[src/pkg/watch_map.svh]
// Constants for the 3.5 digit duplexed LCD watch: rates, timing counts, ranges.
// Assumes a single system clock at CLK_HZ; included by the switch filter and the core.
`ifndef WATCH_MAP_SVH
`define WATCH_MAP_SVH

// Clock and timebase
`define CLK_HZ 10000000
`define BASE_HZ 1024
`define CHAIN_W 10
// Chain bit that toggles at 2 Hz and at 1 Hz
`define BIT_2HZ 8
`define BIT_1HZ 9
// Chain bits giving four 32 Hz LCD phases
`define PH_LO 3
`define PH_HI 4

// Debounce interval in microseconds, then in base ticks (rounded down)
`define DEB_US 62500
`define DEB_TICKS ((`DEB_US * `BASE_HZ) / 1000000)
// Display hold / alternation / double press window, seconds and ticks
`define VIEW_S 2
`define VIEW_TICKS (`VIEW_S * `BASE_HZ)
// Auto repeat at 2 Hz while a switch is held
`define REP_HZ 2
`define REP_TICKS (`BASE_HZ / `REP_HZ)

// Counter limits and reset values
`define SEC_MAX 7'h3B
`define SEC_ROUND 7'h1E
`define MIN_MAX 7'h3B
`define HR_MAX 7'h17
`define HR_NOON 7'h0C
`define MON_MAX 7'h0C
`define DATE_RST 7'h01
`define MON_RST 7'h01

// Digit codes beyond decimal
`define CODE_A 4'hA
`define CODE_P 4'hB
`define CODE_BLANK 4'hF

`endif

[src/pkg/watch_pkg.sv]
// Types shared by the watch core and its switch filter.
// Assumes watch_map.svh on the include path.
package watch_pkg;

    // Display and setting states, Gray coded along the setting path
    typedef enum logic [3:0] {
        ST_NORM = 4'h0,
        ST_ALT = 4'h1,
        ST_SMON = 4'h3,
        ST_SDATE = 4'h2,
        ST_SHR = 4'h6,
        ST_SMIN = 4'h7,
        ST_HOLD = 4'h5,
        ST_CAL = 4'h4,
        ST_SECV = 4'hC
    } wstate_t;

    // Four digit codes plus colon
    typedef struct packed {
        logic [3:0] d1;
        logic [3:0] d2;
        logic [3:0] d3;
        logic [3:0] d4;
        logic colon;
    } disp_t;

    // Debounced switch view
    typedef struct packed {
        logic level;
        logic press;
    } sw_t;

endpackage

[src/switch_filter.sv]
// Switch input filter: two flop synchroniser, then stability debounce.
// Assumes a one cycle timebase tick from the core on the same clock.
`timescale 1ns/1ns
`include "watch_map.svh"

module switch_filter import watch_pkg::*; (
    input wire logic mclk, // System clock
    input wire logic rst_b, // Async reset, active low
    input wire logic tick, // Base tick pulse
    input wire logic raw, // Switch pin, high when pressed
    output sw_t sw_q // Debounced level and press pulse
);

    logic sync1_q; // First synchroniser stage
    logic sync2_q; // Second synchroniser stage
    logic [6:0] stab_q; // Ticks the input has differed

    ////////////////////////////////////////////////////////////////////////
    // Synchroniser
    always_ff @(posedge mclk or negedge rst_b) begin
        if (!rst_b) begin
            sync1_q <= 1'b0;
            sync2_q <= 1'b0;
        end else begin
            sync1_q <= raw;
            sync2_q <= sync1_q;
        end
    end

    ////////////////////////////////////////////////////////////////////////
    // Accept a new level once it has stood for the debounce interval
    always_ff @(posedge mclk or negedge rst_b) begin
        if (!rst_b) begin
            stab_q <= 7'h00;
            sw_q <= '0;
        end else begin
            sw_q.press <= 1'b0;
            if (sync2_q == sw_q.level) begin
                stab_q <= 7'h00; // Bounce back restarts the wait
            end else if (tick) begin
                if (stab_q == 7'(`DEB_TICKS - 1)) begin
                    stab_q <= 7'h00;
                    sw_q.level <= sync2_q;
                    sw_q.press <= sync2_q;
                end else begin
                    stab_q <= stab_q + 7'h01;
                end
            end
        end
    end

endmodule

[src/watch_core.sv]
// Watch core: timebase, calendar counters, display state machine, LCD drive.
// Assumes switch pins pulled low when open and a 10 MHz system clock.
//
// How it works
// - Divide clock into ticks advancing time counters
// - Output 512 Hz pulse for voltage doubler
// - Normal shows hour:minute, colon toggling 1 Hz
// - Display switch shows month-date, 2 s after release
// - Two presses within 2 s show seconds
// - Set held in seconds view zeroes seconds, rounds
// - Display switch in seconds view returns normal
// - Set in normal alternates time and date 2 s
// - Five set presses from alternating reach normal
// - Display switch in alternating gives seconds view
// - Setting states show only the field set
// - Press adds one; holding repeats at 2 Hz
// - First set step selects month, digits 1-2
// - Next selects date in digits 3-4
// - Next selects hour, A/P, colon 1 Hz
// - Next selects minute; advancing suspends timekeeping
// - Minute colon toggles until minute changed
// - Changed minute leads to hold state, colon steady
// - Unchanged minute returns straight to normal
// - Field being set ignores lower carries
// - Debounce switches no longer than 62.5 ms
// - Duplex LCD drive, two backplanes, 32 Hz frame
`timescale 1ns/1ns
`include "watch_map.svh"

module watch_core import watch_pkg::*; #(
    parameter int unsigned BASE_DIV = `CLK_HZ / `BASE_HZ // Clocks per base tick
) (
    input wire logic mclk, // System clock, 10 MHz
    input wire logic rst_b, // Async reset, active low
    input wire logic disp_sw, // Display switch pin
    input wire logic set_sw, // Set switch pin
    output logic pulse_512_q, // Voltage doubler pump clock
    output logic [1:0] com_q, // Backplane drives
    output logic [11:0] seg_q // Segment drives
);

    ////////////////////////////////////////////////////////////////////////
    // Helper functions
    function automatic logic [6:0] seg7(input logic [3:0] code);
        unique case (code)
            4'h0: seg7 = 7'h3F;
            4'h1: seg7 = 7'h06;
            4'h2: seg7 = 7'h5B;
            4'h3: seg7 = 7'h4F;
            4'h4: seg7 = 7'h66;
            4'h5: seg7 = 7'h6D;
            4'h6: seg7 = 7'h7D;
            4'h7: seg7 = 7'h07;
            4'h8: seg7 = 7'h7F;
            4'h9: seg7 = 7'h6F;
            4'hA: seg7 = 7'h77; // Letter A
            4'hB: seg7 = 7'h73; // Letter P
            default: seg7 = 7'h00; // Blank
        endcase
    endfunction

    // Tens and units of a value below 100
    function automatic logic [7:0] to_bcd(input logic [6:0] v);
        logic [6:0] t;
        t = v / 7'd10;
        to_bcd = {t[3:0], 4'(v - t * 7'd10)};
    endfunction

    // Days in month, four year leap cycle
    function automatic logic [6:0] mdays(input logic [6:0] m, input logic [1:0] yr);
        if (m == 7'h02) begin
            mdays = (yr == 2'h0) ? 7'h1D : 7'h1C;
        end else if (m == 7'h04 || m == 7'h06 || m == 7'h09 || m == 7'h0B) begin
            mdays = 7'h1E;
        end else begin
            mdays = 7'h1F;
        end
    endfunction

    // Step a field, wrapping from top back to bottom
    function automatic logic [6:0] step(input logic [6:0] v, input logic [6:0] lo,
                                        input logic [6:0] hi);
        step = (v >= hi) ? lo : v + 7'h01;
    endfunction

    ////////////////////////////////////////////////////////////////////////
    // Declarations
    logic [13:0] pre_q; // Prescaler to base tick
    logic tick_q; // One cycle base tick
    logic [`CHAIN_W-1:0] chain_q; // Binary divider chain
    logic sec_tick; // One second pulse
    sw_t dsw; // Display switch
    sw_t ssw; // Set switch
    wstate_t state_q; // Display state
    logic [6:0] sec_q, min_q, hr_q, date_q, mon_q; // Time counters
    logic [1:0] yr_q; // Year in leap cycle
    logic min_chg_q; // Minute changed, timekeeping halted
    logic [11:0] view_q; // Calendar view timer
    logic [11:0] dwin_q; // Double press window
    logic [11:0] alt_q; // Alternation timer
    logic alt_date_q; // Alternating view shows date
    logic [9:0] rep_q; // Auto repeat timer
    logic adv; // Advance selected field
    logic setting; // In a field setting state
    logic round_up; // Seconds reset rounds minute up
    logic bump_min, bump_hr, bump_date, bump_mon; // Carries
    disp_t disp; // Digits to show
    logic [23:0] segs; // Lit segments
    logic [1:0] phase; // LCD phase

    ////////////////////////////////////////////////////////////////////////
    // Switch filters
    switch_filter u_dsw (
        .mclk(mclk),
        .rst_b(rst_b),
        .tick(tick_q),
        .raw(disp_sw),
        .sw_q(dsw)
    );

    switch_filter u_ssw (
        .mclk(mclk),
        .rst_b(rst_b),
        .tick(tick_q),
        .raw(set_sw),
        .sw_q(ssw)
    );

    ////////////////////////////////////////////////////////////////////////
    // Timebase: prescaler then binary chain
    always_ff @(posedge mclk or negedge rst_b) begin
        if (!rst_b) begin
            pre_q <= 14'h0000;
            tick_q <= 1'b0;
        end else begin
            tick_q <= (pre_q == 14'(BASE_DIV - 1));
            pre_q <= (pre_q == 14'(BASE_DIV - 1)) ? 14'h0000 : pre_q + 14'h0001;
        end
    end

    always_ff @(posedge mclk or negedge rst_b) begin
        if (!rst_b) begin
            chain_q <= '0;
            pulse_512_q <= 1'b0;
        end else if (tick_q) begin
            chain_q <= chain_q + `CHAIN_W'(1);
            pulse_512_q <= ~chain_q[0];
        end
    end

    assign sec_tick = tick_q && (&chain_q);

    ////////////////////////////////////////////////////////////////////////
    // Advance requests and carries
    assign setting = (state_q == ST_SMON) || (state_q == ST_SDATE) ||
                     (state_q == ST_SHR) || (state_q == ST_SMIN);
    assign adv = setting && (dsw.press || (dsw.level && tick_q &&
                 rep_q == 10'(`REP_TICKS - 1)));
    assign round_up = (state_q == ST_SECV) && ssw.press && (sec_q > `SEC_ROUND);
    assign bump_min = round_up || (sec_tick && !min_chg_q && sec_q == `SEC_MAX &&
                      !(state_q == ST_SECV && ssw.level));
    assign bump_hr = bump_min && min_q == `MIN_MAX && state_q != ST_SMIN;
    assign bump_date = bump_hr && hr_q == `HR_MAX && state_q != ST_SHR;
    assign bump_mon = bump_date && date_q == mdays(mon_q, yr_q) && state_q != ST_SDATE;

    // Auto repeat timer runs while display switch is held
    always_ff @(posedge mclk or negedge rst_b) begin
        if (!rst_b) begin
            rep_q <= 10'h000;
        end else if (!dsw.level || dsw.press) begin
            rep_q <= 10'h000;
        end else if (tick_q) begin
            rep_q <= (rep_q == 10'(`REP_TICKS - 1)) ? 10'h000 : rep_q + 10'h001;
        end
    end

    ////////////////////////////////////////////////////////////////////////
    // Seconds counter
    always_ff @(posedge mclk or negedge rst_b) begin
        if (!rst_b) begin
            sec_q <= 7'h00;
        end else if (state_q == ST_SECV && ssw.level) begin
            sec_q <= 7'h00;
        end else if (state_q == ST_HOLD && ssw.press) begin
            sec_q <= 7'h00;
        end else if (sec_tick && !min_chg_q) begin
            sec_q <= step(sec_q, 7'h00, `SEC_MAX);
        end
    end

    // Minute counter
    always_ff @(posedge mclk or negedge rst_b) begin
        if (!rst_b) begin
            min_q <= 7'h00;
        end else if (state_q == ST_SMIN && adv) begin
            min_q <= step(min_q, 7'h00, `MIN_MAX);
        end else if (bump_min && state_q != ST_SMIN) begin
            min_q <= step(min_q, 7'h00, `MIN_MAX);
        end
    end

    // Hour counter
    always_ff @(posedge mclk or negedge rst_b) begin
        if (!rst_b) begin
            hr_q <= 7'h00;
        end else if (state_q == ST_SHR && adv) begin
            hr_q <= step(hr_q, 7'h00, `HR_MAX);
        end else if (bump_hr && state_q != ST_SHR) begin
            hr_q <= step(hr_q, 7'h00, `HR_MAX);
        end
    end

    // Date counter
    always_ff @(posedge mclk or negedge rst_b) begin
        if (!rst_b) begin
            date_q <= `DATE_RST;
        end else if (state_q == ST_SDATE && adv) begin
            date_q <= step(date_q, 7'h01, mdays(mon_q, yr_q));
        end else if (bump_date && state_q != ST_SDATE) begin
            date_q <= step(date_q, 7'h01, mdays(mon_q, yr_q));
        end
    end

    // Month counter and year in leap cycle
    always_ff @(posedge mclk or negedge rst_b) begin
        if (!rst_b) begin
            mon_q <= `MON_RST;
            yr_q <= 2'h0;
        end else if (state_q == ST_SMON && adv) begin
            mon_q <= step(mon_q, 7'h01, `MON_MAX);
        end else if (bump_mon && state_q != ST_SMON) begin
            mon_q <= step(mon_q, 7'h01, `MON_MAX);
            if (mon_q == `MON_MAX) begin
                yr_q <= yr_q + 2'h1;
            end
        end
    end

    // Minute changed flag halts timekeeping until hold is left
    always_ff @(posedge mclk or negedge rst_b) begin
        if (!rst_b) begin
            min_chg_q <= 1'b0;
        end else if (state_q == ST_SMIN && adv) begin
            min_chg_q <= 1'b1;
        end else if (state_q == ST_HOLD && ssw.press) begin
            min_chg_q <= 1'b0;
        end
    end

    ////////////////////////////////////////////////////////////////////////
    // View timers
    always_ff @(posedge mclk or negedge rst_b) begin
        if (!rst_b) begin
            view_q <= 12'h000;
        end else if (state_q != ST_CAL || dsw.level) begin
            view_q <= 12'h000;
        end else if (tick_q) begin
            view_q <= view_q + 12'h001;
        end
    end

    always_ff @(posedge mclk or negedge rst_b) begin
        if (!rst_b) begin
            dwin_q <= 12'h000;
        end else if (state_q == ST_NORM && dsw.press) begin
            dwin_q <= 12'h000;
        end else if (tick_q && dwin_q != 12'(`VIEW_TICKS)) begin
            dwin_q <= dwin_q + 12'h001;
        end
    end

    always_ff @(posedge mclk or negedge rst_b) begin
        if (!rst_b) begin
            alt_q <= 12'h000;
            alt_date_q <= 1'b0;
        end else if (state_q != ST_ALT) begin
            alt_q <= 12'h000;
            alt_date_q <= 1'b0;
        end else if (tick_q) begin
            if (alt_q == 12'(`VIEW_TICKS - 1)) begin
                alt_q <= 12'h000;
                alt_date_q <= ~alt_date_q;
            end else begin
                alt_q <= alt_q + 12'h001;
            end
        end
    end

    ////////////////////////////////////////////////////////////////////////
    // Display state machine
    always_ff @(posedge mclk or negedge rst_b) begin
        if (!rst_b) begin
            state_q <= ST_NORM;
        end else begin
            unique case (state_q)
                ST_NORM: begin
                    if (dsw.press) begin
                        state_q <= ST_CAL;
                    end else if (ssw.press) begin
                        state_q <= ST_ALT;
                    end
                end
                ST_CAL: begin
                    if (dsw.press && dwin_q < 12'(`VIEW_TICKS)) begin
                        state_q <= ST_SECV;
                    end else if (view_q == 12'(`VIEW_TICKS)) begin
                        state_q <= ST_NORM;
                    end
                end
                ST_SECV: if (dsw.press) state_q <= ST_NORM;
                ST_ALT: begin
                    if (dsw.press) begin
                        state_q <= ST_SECV;
                    end else if (ssw.press) begin
                        state_q <= ST_SMON;
                    end
                end
                ST_SMON: if (ssw.press) state_q <= ST_SDATE;
                ST_SDATE: if (ssw.press) state_q <= ST_SHR;
                ST_SHR: if (ssw.press) state_q <= ST_SMIN;
                ST_SMIN: begin
                    if (ssw.press) begin
                        state_q <= min_chg_q ? ST_HOLD : ST_NORM;
                    end
                end
                ST_HOLD: if (ssw.press) state_q <= ST_NORM;
                default: state_q <= ST_NORM;
            endcase
        end
    end

    ////////////////////////////////////////////////////////////////////////
    // Digit selection
    always_comb begin
        logic [6:0] h12;
        logic [7:0] hb, mb, sb, nb, db;
        h12 = (hr_q == 7'h00) ? `HR_NOON : (hr_q > `HR_NOON) ? hr_q - `HR_NOON : hr_q;
        hb = to_bcd(h12);
        mb = to_bcd(min_q);
        sb = to_bcd(sec_q);
        nb = to_bcd(mon_q);
        db = to_bcd(date_q);
        disp = {hb, mb, chain_q[`BIT_1HZ]};
        unique case (state_q)
            ST_CAL: disp = {nb, db, 1'b0};
            ST_SECV: disp = {`CODE_BLANK, `CODE_BLANK, sb, 1'b1};
            ST_ALT: disp = alt_date_q ? {nb, db, 1'b0} : {hb, mb, chain_q[`BIT_1HZ]};
            ST_SMON: disp = {nb, `CODE_BLANK, `CODE_BLANK, 1'b0};
            ST_SDATE: disp = {`CODE_BLANK, `CODE_BLANK, db, 1'b0};
            ST_SHR: disp = {hb, `CODE_BLANK, (hr_q >= `HR_NOON) ? `CODE_P : `CODE_A,
                            chain_q[`BIT_1HZ]};
            ST_SMIN: disp = {`CODE_BLANK, `CODE_BLANK, mb,
                             min_chg_q | chain_q[`BIT_1HZ]};
            ST_HOLD: disp = {hb, mb, 1'b1};
            default: disp = {hb, mb, chain_q[`BIT_1HZ]};
        endcase
        if (disp.d1 == 4'h0) begin
            disp.d1 = `CODE_BLANK; // Half digit shows only a one
        end
    end

    // Segment map: half digit b c, three full digits, colon on top
    assign segs = {disp.colon, seg7(disp.d4), seg7(disp.d3), seg7(disp.d2),
                   (disp.d1 == 4'h1) ? 2'h3 : 2'h0};
    assign phase = chain_q[`PH_HI:`PH_LO];

    ////////////////////////////////////////////////////////////////////////
    // Duplex drive: backplane 0 in first half frame, 1 in second, polarity
    // reversed each quarter so the panel sees no net DC
    always_ff @(posedge mclk or negedge rst_b) begin
        if (!rst_b) begin
            com_q <= 2'h0;
            seg_q <= 12'h000;
        end else begin
            com_q[0] <= phase[1] ? ~phase[0] : phase[0];
            com_q[1] <= phase[1] ? phase[0] : ~phase[0];
            for (int i = 0; i < 12; i++) begin
                seg_q[i] <= (phase[1] ? segs[i + 12] : segs[i]) ? ~phase[0] : phase[0];
            end
        end
    end
endmodule

[config.mk]
export PLATFORM = sky130hd
export DESIGN_NAME = watch_core
export DESIGN_NICKNAME = d
export VERILOG_FILES = /design/src/pkg/watch_pkg.sv /design/src/switch_filter.sv /design/src/watch_core.sv
export VERILOG_INCLUDE_DIRS = /design/src /design/src/pkg
export SDC_FILE = /design/constraint.sdc
export NUM_CORES = 1
export LEC_CHECK = 0
export BUFFER_PORTS_ARGS = -buffer_cell sky130_fd_sc_hd__buf_2
export CAP_MARGIN = 20
export CORE_UTILIZATION = 35
export DETAILED_ROUTE_END_ITERATION = 6
export HOLD_SLACK_MARGIN = 0.03
export SYNTH_ARGS = -nofsm -noshare
export SYNTH_HDL_FRONTEND = slang
export SYNTH_SLANG_ARGS = --single-unit
[constraint.sdc]
create_clock -name mclk -period 5.55 [get_ports mclk]
set_input_delay 1.665 -clock mclk [delete_from_list [all_inputs] [get_ports mclk]]
set_output_delay 1.665 -clock mclk [all_outputs]
set_load 0.02 [all_outputs]
==> summary.txt, run 1 <==
Yosys
  – EDFF count, synth: 0
  – Yosys top cell by area: dfrtp_1
  – Number of synthesis warnings: 0
  – Count of different cell masters after synthesis: 88
  – Ys flop type: dfrtp_1
  – Most frequent cell after synthesis: dfrtp_1
  – Top post-synthesis cells by count: dfrtp_1, nor2_1, nand2_1
  – Post-synthesis sequential area ratio: between 30% and 40%
  – Post-Synthesis Cells: roughly 1200
  – Largest cells by area after synthesis: dfrtp_1, ha_1, nor2_1
  – #FFs+latches synth: 150
  – Async SR Flop Fraction: between 90% and 100%
  – Post-Syn Area per Cell: 8.61 sq um
  – Synthesized Nets: 1274
  – Synth Cell Area: ~10000 sq um
  – Top-area cell type share of the netlist area: 35.7%

Setup path
  – Setup CP Type: reg -> reg
  – Arr. time, crit path: 5730 ps
  – Setup crit start kind: flop
  – Setup crit end kind: flop
  – CP Max Fanout: 10
  – CP Data Required Time: between 5000 and 6000 ps

Power and ir drop
  – Leakage power: slightly below 5 nW
  – Clock share of power: between 50% and 60%
  – Combinational share of power: under 10%
  – P_sw: 548 uW
  – Seq pwr share: between 40% and 50%
  – Worst vdd ir: between 0.0002 and 0.00025 V
  – Power Density: between 150 and 200 nW/um^2
  – Sw frac: 24.0%
  – Internal power: approximately 1.7 mW

Global route
  – Antenna violations before repair: 0
  – GRT overflow: 0
  – Vias in the first global route: approximately 8300
  – Largest net degree at the start of global routing: between 80 and 90
  – First-pass GRT wire length: ~40 mm
  – Gr usage total: 16.2%

STA
  – Worst-margin pin slew: 1020 ps
  – Final Hold Viols: 0
  – RSZ-0062 raised after global routing: true
  – Max-slew violation count: 0
  – Slew HR: roughly a third
  – Tcrit/Tclk final: 97.3%
  – Skew final: just under 20 ps
  – Finish-stage setup viols: 0
  – FMAX: ~0.19 GHz
  – Post-layout min period: between 5000 and 6000 ps

Placed design
  – DP HPWL: roughly 17 mm
  – GPL Wtd Cong: between 0.8 and 0.9
  – IO Port Bufs: 18
  – Placed Cells incl. Taps: between 1500 and 2000

Drt
  – Wire per inst: 14.9 um
  – Vias per cell: ~5.4
  – Initial DRC count: between 700 and 800
  – DRC: 0
  – DRT Pass-1 Iters: 5
  – Post-route ant nets: 0
  – Via count: 8756
  – Final WL: 24.2 mm

Die
  – Initial core utilization: 35.9%
  – Row count: 62
  – Core area: 28900 sq um
  – Die area: ~30000 sq um
  – Die Width: approximately 170 um
  – Die Y-Extent: roughly 170 um
  – # IOs: 19

CTS
  – CTS tree: yes
  – Cts bufs inserted: 17
  – Clk sinks: 150
  – H-tree depth: 4
  – Worst-path clk slew: 70 ps
  – CTS Hold Bufs: 0
  – Clock Latency Late Sink: about 440 ps
  – Root buffer cell: clkbuf_16
  – Max clock buf depth: 2

Finish
  – Fraction of layout cells with a size suffix above 1: between 10% and 20%
  – Layout fillers: 2871
  – Final Non-Filler Cells: 1620
  – Final core utilization: 40.3%
  – Area growth syn-to-layout: 12.5%
  – N_diodes: 0
  – Fin nets: 1292

Job
  – Maxcap violations: 0

Outcome
  – Outcome: completed

Min path
  – Worst Hold Class: reg -> reg
-- power groups by stage --
stage	Sequential, mW	Combinational [mW]	Clock [mW]
finish	1.10	0.0259	1.17
detailed placement	1.12	0.0287	0
floorplan	1.12	0.00220	0
global route	1.10	0.0319	1.25
global placement	1.12	0.0286	0
CTS	1.10	0.0288	1.20
-- per-layer routing --
| layer | global-route usage, % | share of wire (%) |
|---|---|---|
| met2 | 25.8 | 46 |
| met5 | 0 | 0 |
| met3 | 2.73 | 3.7 |
| met1 | 22.6 | 49 |
| met4 | 4.46 | 1.3 |
-- kinds of logic (layout without fill, tap and decap cells) --
group           after synthesis  in the layout  share of synthesized area, %
simple gates                470            470                          22.7
compound gates              297            298                          18.9
flops                       150            150                          36.2
buf+inv                     114            144                          4.35
xor+xnor                     87             87                          7.41
fa+ha+maj                    69             69                          8.58
mux                          18             18                          1.83
-- state kept, by name, summed over array words and instances, names as in the netlist, 10 cells and up --
name	count
view_q	12
chain_q	10
rep_q	10
seg_q	12
pre_q	14
dwin_q	12
alt_q	12
-- cells in the final DEF (no fill, tap or decap), types with 11 or more instances in the layout --
cell / count
nor2b_1: 25
xnor2_1: 40
nand2b_1: 24
or3_1: 11
and3_1: 25
inv_1: 62
nor2_1: 135
buf_4: 30
xor2_1: 45
clkbuf_16: 17
nand4_1: 14
a31oi_1: 11
ha_1: 60
nand2_1: 101
o31ai_1: 18
o21ai_0: 85
a21oi_1: 56
dfrtp_1: 146
nor3_1: 16
nand3_1: 57
buf_2: 17
-- what timing repair did --
item	4_1_cts	5_1_grt
pin swaps	0	2
endpoints found under the setup margin	1	9
gates cloned	0	1
gates resized for setup	1	24
setup buffers	0	2
-- metrics by stage --
step / setup TNS (ps) / setup WS, ps / hold slack, ps / power (mW) / cell area, sq um
after detailed placement: 0 / 5.23 / 341 / 1.14 / 11000
final: 0 / 148 / 360 / 2.29 / 11700
after global routing: -139 / -54.1 / 376 / 2.37 / 11700
after global placement: 0 / 150 / 334 / 1.14 / 11000
after CTS: 0 / 34.3 / 356 / 2.33 / 11500
after floorplan: 0 / 206 / 331 / 1.12 / 10400
-- area by class of cell --
cell class	instances	area [sq um]	share of cell area [%]
Clock buffer	19	443	3.80
Clock inverter	13	143	1.22
Multi-Input combinational cell	942	6280	53.8
Sequential cell	150	3760	32.2
Inverter	64	240	2.06
Timing Repair Buffer	48	322	2.76
Tap cell	384	480	4.12
-- critical path: stages (launching register included) --
cell and delay, ps:
dfrtp_1 420, buf_4 190, xnor2_1 150, nand2_1 100, a41oi_2 140, ha_1 310
or3b_2 500, o21ai_1 170, a21oi_1 130, or3_4 390, ha_1 200, fa_1 380
nor4bb_1 160, a31o_2 240, a211oi_4 250, o31a_1 180, o31ai_1 120, a211o_2 410
or2_4 260, o21ai_1 140, mux2_2 350, o211a_1 120
-- worst paths after layout --
kind	startpoint	to	slack, ps	depth (start not counted)
setup / recovery	date_q[3]	seg_q[6]	150	21
hold / removal	u_ssw.sync1_q	u_ssw.sync2_q	360	0
setup reg to reg	date_q[3]	seg_q[6]	150	21
hold reg to reg	u_ssw.sync1_q	u_ssw.sync2_q	360	0
max in group asynchronous	rst_b	mon_q[0]	3290	2
min in group asynchronous	rst_b	date_q[5]	1250	1
Power figures use the tool's default switching activity.
==> inputs of run 2 (changes only) <==
--- a/config.mk
+++ b/config.mk
@@ -10,7 +10,9 @@
 export CAP_MARGIN = 20
 export CORE_UTILIZATION = 35
 export DETAILED_ROUTE_END_ITERATION = 6
+export GPL_TIMING_DRIVEN = 0
 export HOLD_SLACK_MARGIN = 0.03
+export SKIP_LAST_GASP = 1
 export SYNTH_ARGS = -nofsm -noshare
 export SYNTH_HDL_FRONTEND = slang
 export SYNTH_SLANG_ARGS = --single-unit
==> run 2 against run 1 <==
Against the previous run:
- worst setup slack worse by 3.5 ps
- die area unchanged
- final cell count up 1.9%
- maximum frequency about the same
- global-route usage up 0.19 points
- largest power group unchanged
- largest cell class unchanged
==> summary.txt, run 2 (synthesis results as in run 1) <==
CTS
  – Worst-path clk slew: ~70 ps
  – Clock Latency Late Sink: approximately 440 ps
  – CTS tree: yes
  – H-tree depth: 4
  – Clk sinks: 150
  – Root buffer cell: clkbuf_16
  – Max clock buf depth: 2
  – CTS Hold Bufs: 0
  – Cts bufs inserted: 17

STA
  – Min Hold Slack: ~350 ps
  – Slew HR: about a third
  – Worst-margin pin slew: a little under 1000 ps
  – Final Hold Viols: 0
  – Post-Route Setup TNS: 0 ps
  – Finish-stage setup viols: 0
  – FMAX: 0.185 GHz
  – Max-slew violation count: 0
  – Post-layout min period: around 5400 ps
  – Skew final: 12.7 ps
  – Tcrit/Tclk final: 97.4%

Drt
  – Wire per inst: about 15 um
  – DRT Pass-1 Iters: 5
  – DRC: 0
  – Initial DRC count: 660
  – Post-route ant nets: 0
  – Via count: about 9000
  – Vias per cell: ~5.4
  – Final WL: approximately 25 mm

Finish
  – Max reg flops: 14
  – Fin nets: between 1000 and 1500
  – Most frequent cells in the layout: dfrtp_1, nor2_1, nand2_1
  – N_diodes: 0
  – Biggest register: pre_q
  – Area growth syn-to-layout: 13.9%
  – Most common cell after layout, fill and taps aside: dfrtp_1
  – Fin area: around 12000 sq um
  – Fraction of layout cells with a size suffix above 1: 11.4%

Die
  – Die Y-Extent: approximately 170 um
  – Die Width: around 170 um
  – Die area: 30300 sq um
  – # IOs: 19
  – Core area: a little under 30000 sq um
  – Row count: slightly above 60
  – Initial core utilization: 35.9%

Min path
  – Worst Hold Class: reg -> reg
  – Hold_sp: u_dsw.sync1_q

Power and ir drop
  – Power after layout: between 2 and 2.5 mW
  – Worst vdd ir: roughly 0.00022 V
  – Power Density: between 150 and 200 nW/um^2
  – Leakage power: between 4 and 5 nW

Setup path
  – Setup crit end kind: flop
  – Arr. time, crit path: between 5000 and 6000 ps
  – CP top delay family: compound AO/OA/AOI/OAI gates
  – Cells along the critical path: clkbuf_8 > nand2b_4 > a211oi_2 > a41oi_2 > ha_1 > or3b_2 > a21oi_2 > o21ai_1 > or3_4 > ha_1 > fa_2 > nor4bb_1 > a31o_2 > a211oi_2 > o31a_1 > o31ai_1 > a211o_1 > buf_2 > or2_4 > o21ai_2 > mux2_2 > o211a_1
  – Crit path buffers/inverters: 2
  – Worst path slowest cell: or3b_2
  – Setup crit start kind: flop
  – Setup CP Type: reg -> reg
  – Source of the worst register-to-register timing path: date_q[3]
  – CP Max Fanout: 10
  – Launch point of the worst path: date_q[3]
  – CP Data Required Time: between 5000 and 6000 ps
  – Max incr delay on CP: slightly below 500 ps

Outcome
  – Outcome: completed

Job
  – Maxcap violations: 0

Global route
  – Gr usage total: 16.4%
  – First-pass GRT wire length: a little over 40 mm
  – GRT overflow: 0
  – Vias in the first global route: ~8300
  – Antenna violations before repair: 0
  – Largest net degree at the start of global routing: 93

Placed design
  – DP HPWL: roughly 17 mm
  – IO Port Bufs: 18
  – GPL Wtd Cong: between 0.8 and 0.9
  – DP Area: 11000 sq um
[run 2: cell types whose count changed in the layout (fill, tap and decap cells not counted), moves of 5 or more]
cell      before  now
clkbuf_2       0    5
buf_1          0    6
buf_4         30   12
buf_2         17   24
clkbuf_1       1   28
[run 2: final timing paths]
path / endpoint / slack, ps / cells past startpoint
hold reg to reg: u_dsw.sync2_q / 350 / 0
hold / removal: u_dsw.sync2_q / 350 / 0
min in group asynchronous: date_q[5] / 1130 / 1
max in group asynchronous: pre_q[5] / 3590 / 2
setup / recovery: seg_q[6] / 140 / 22
setup reg to reg: seg_q[6] / 140 / 22
[run 2: through the flow]
| stage | setup WS (ps) | cells | utilization (%) |
|---|---|---|---|
| after floorplan | 206 | 1205 | - |
| after global placement | -413 | 1607 | 37.8 |
| after detailed placement | -431 | 1608 | 38.0 |
| after CTS | -4.44 | 1640 | 40.1 |
| after global routing | -57.0 | 1651 | 40.8 |
| final | 145 | 1651 | 40.8 |
[run 2: report_power, final]
group | total [mW] | internal [mW] | switching, mW
Combinational | 0.0276 | 0.00455 | 0.0231
Clock | 1.11 | 0.582 | 0.524
Sequential | 1.10 | 1.09 | 0.00118
[run 2: worst reg2reg max path, cell delays in order, from the launching register on]
cell and delay, ps:
dfrtp_2 430, clkbuf_8 170, nand2b_4 160, a211oi_2 260, a41oi_2 70, ha_1 320, or3b_2 490, a21oi_2 140
o21ai_1 130, or3_4 410, ha_1 200, fa_2 370, nor4bb_1 160, a31o_2 230, a211oi_2 230, o31a_1 170
o31ai_1 70, a211o_1 260, buf_2 180, or2_4 260, o21ai_2 120, mux2_2 340, o211a_1 130
[run 2: final cells by class]
class	count	area (sq um)
fill	2877	17100
multi-input combinational	941	6350
sequential	150	3760
tap	384	480
clock buffer	17	425
inverter	64	240
timing repair buffer	32	223
buffer	48	219
clock inverter	15	120
[run 2: timing repair]
item                                    CTS  global route
endpoints found under the setup margin    7             9
pin swaps                                 2             7
cloned                                    0             0
resized for setup                        17            29
setup buffers                             1            11
[run 2: per-layer routing]
| layer | global-route usage [%] | share of wire [%] | wire length (um) | vias to the layer above |
|---|---|---|---|---|
| li1 | - | - | - | 4377 |
| met1 | 23.1 | 50 | 12300 | 4358 |
| met2 | 25.8 | 46 | 11300 | 154 |
| met3 | 2.71 | 3.3 | 812 | 27 |
| met4 | 4.50 | 1.2 | 300 | 0 |
| met5 | 0 | 0 | 0 | - |
==> inputs of run 3 (changes only) <==
==> constraint.sdc (replaced) <==
create_clock -name mclk -period 5.9 [get_ports mclk]
set_input_delay 1.77 -clock mclk [delete_from_list [all_inputs] [get_ports mclk]]
set_output_delay 1.77 -clock mclk [all_outputs]
set_load 0.02 [all_outputs]
==> run 3 against run 2 <==
Against the previous run:
- critical path depth unchanged
- maximum frequency decreased by 3.3%
- clock power is 6% lower
- total power shrank 6.0%
- combinational power fell by 6%
- non-clock buffer count down 9
- highest routed layer unchanged
==> summary.txt, run 3 (synthesis results as in run 1) <==
Outcome
  – Outcome: completed

CTS
  – Worst-path clk slew: 60 ps
  – Max clock buf depth: 2
  – CTS tree: yes
  – Cts bufs inserted: 17
  – Clk sinks: 150
  – Root buffer cell: clkbuf_16
  – H-tree depth: 4
  – Clock Latency Late Sink: 440 ps

Setup path
  – R2R setup slack: between 300 and 400 ps
  – Setup CP Type: reg -> reg
  – Setup crit end kind: flop
  – Arr. time, crit path: ~6000 ps
  – R2R depth: 22
  – Max incr delay on CP: approximately 490 ps
  – CP Max Fanout: 10
  – CP Data Required Time: 6210 ps
  – Cells along the critical path: clkbuf_4 > nand2b_2 > a211oi_2 > a41oi_2 > ha_1 > or3b_2 > a21oi_1 > o21ai_1 > or3_1 > ha_1 > fa_2 > nor4bb_1 > a31o_2 > a211oi_2 > o31a_1 > o31ai_1 > a211o_1 > buf_2 > or2_1 > o21ai_1 > mux2_2 > o211a_1
  – Setup crit start kind: flop
  – Worst path slowest cell: or3b_2

STA
  – Worst-margin pin slew: 954 ps
  – FMAX: roughly 0.18 GHz
  – Slew HR: a little over a third
  – Worst Slack Setup Final: 312 ps
  – Finish-stage setup viols: 0
  – RSZ-0062 raised after global routing: false
  – Post-Route Setup TNS: 0 ps
  – Tcrit/Tclk final: roughly 95%
  – Post-layout min period: 5590 ps
  – Skew final: approximately 14 ps
  – Final Hold Viols: 0
  – Max-slew violation count: 0

Die
  – Initial core utilization: a little over a third
  – Die area: about 30000 sq um
  – Die Y-Extent: about 170 um
  – Row count: 62
  – Die Width: between 150 and 200 um
  – Core area: 28900 sq um
  – # IOs: 19

Finish
  – Multi-input gate area: 6240 sq um
  – Layout fillers: around 2900
  – Fin nets: about 1300
  – Biggest register: pre_q
  – Fraction of layout cells with a size suffix above 1: a little under a tenth
  – N_diodes: 0
  – Area growth syn-to-layout: 12.0%
  – Max reg flops: 14
  – Most common cell after layout, fill and taps aside: dfrtp_1
  – Register area: between 3000 and 4000 sq um
  – Most frequent cells in the layout: dfrtp_1, nor2_1, nand2_1
  – Final Non-Filler Cells: between 1500 and 2000

Placed design
  – IO Port Bufs: 18
  – DP HPWL: between 15 and 20 mm
  – GPL Wtd Cong: 0.850
  – Dpl ws: -81.3 ps
  – Placed Cells incl. Taps: roughly 1600

Power and ir drop
  – Sw frac: 24.6%
  – Clock share of power: between 40 and 50%
  – Power after layout: 2.10 mW
  – Power Density: between 150 and 200 nW/um^2
  – Combinational share of power: under 10%
  – Seq pwr share: between 40% and 50%
  – Leakage power: about 4.8 nW
  – Worst vdd ir: between 0.0002 and 0.00025 V
  – Internal power: 1.58 mW
  – P_sw: 515 uW

Min path
  – Worst Hold Path Cells: 0
  – Worst Hold Class: reg -> reg

Drt
  – Wire per inst: between 10 and 15 um
  – Post-route ant nets: 0
  – Vias per cell: 5.35
  – Via count: 8790
  – Final WL: between 20 and 25 mm
  – Initial DRC count: 719
  – DRC: 0
  – DRT Pass-1 Iters: 4

Global route
  – Antenna violations before repair: 0
  – Largest net degree at the start of global routing: 93
  – Gr usage total: between 10% and 20%
  – GRT overflow: 0
  – First-pass GRT wire length: ~41 mm
  – Vias in the first global route: 8228

Job
  – Maxcap violations: 0
## run 3: cell types whose count changed in the layout (fill, tap and decap cells not counted), sizes merged
| cell | delta |
|---|---|
| buf | -9 |
## run 3: final cells by class
class                      count  share of cell area, %
multi-input combinational    941                   53.7
buffer                        48                   1.79
timing repair buffer          23                   1.33
inverter                      64                   2.07
clock buffer                  17                   3.66
sequential                   150                   32.3
clock inverter                15                   1.03
tap                          384                   4.13
## run 3: path summary, 6_finish.rpt
| path | from | endpoint |
|---|---|---|
| worst min-delay path | u_dsw.sync1_q | u_dsw.sync2_q |
| max in group asynchronous | rst_b | pre_q[5] |
| worst min register to register | u_dsw.sync1_q | u_dsw.sync2_q |
| worst max-delay path | date_q[3] | seg_q[6] |
| worst max register to register | date_q[3] | seg_q[6] |
| min in group asynchronous | rst_b | date_q[5] |
## run 3: worst max-delay path: cells and delay by family (launching register included)
kind	cells	cell delay (ps)
AO/OA/AOI/OAI	11	1850
AND/OR/NAND/NOR	5	1560
adder cells (fa/ha/maj)	3	920
flip-flops	1	440
buffers and inverters	2	370
multiplexers	1	340
## run 3: through the flow
step | instance area [sq um] | util, % | hold WS (ps)
after floorplan | 10400 | - | 331
after CTS | 11500 | 39.9 | 355
after global routing | 11600 | 40.2 | 365
final | 11600 | 40.2 | 352
after detailed placement | 11000 | 38.0 | 340
after global placement | 10900 | 37.8 | 334
## run 3: power groups by stage
stage,sequential (mW),combinational (mW),clock [mW]
2_1_floorplan,1.05,0.00207,0
3_3_place_gp,1.05,0.0253,0
3_5_place_dp,1.05,0.0282,0
4_1_cts,1.03,0.0282,1.07
5_1_grt,1.03,0.0313,1.11
6_report,1.03,0.0260,1.04
## run 3: routing by layer
layer | up-vias | GRT usage [%] | wire [um]
li1 | 4361 | - | -
met1 | 4272 | 23.1 | 12200
met2 | 131 | 25.6 | 11000
met3 | 26 | 2.71 | 753
met4 | 0 | 4.64 | 277
met5 | - | 0 | 0
## run 3: timing repair
item | in CTS | in global routing
gates resized for setup | 2 | 17
buffers inserted | 0 | 3
cloned | 0 | 0
hold endpoints to repair | 0 | 0
setup endpoints to repair | 2 | 9
hold buffers | 0 | 0
pin swaps | 0 | 2
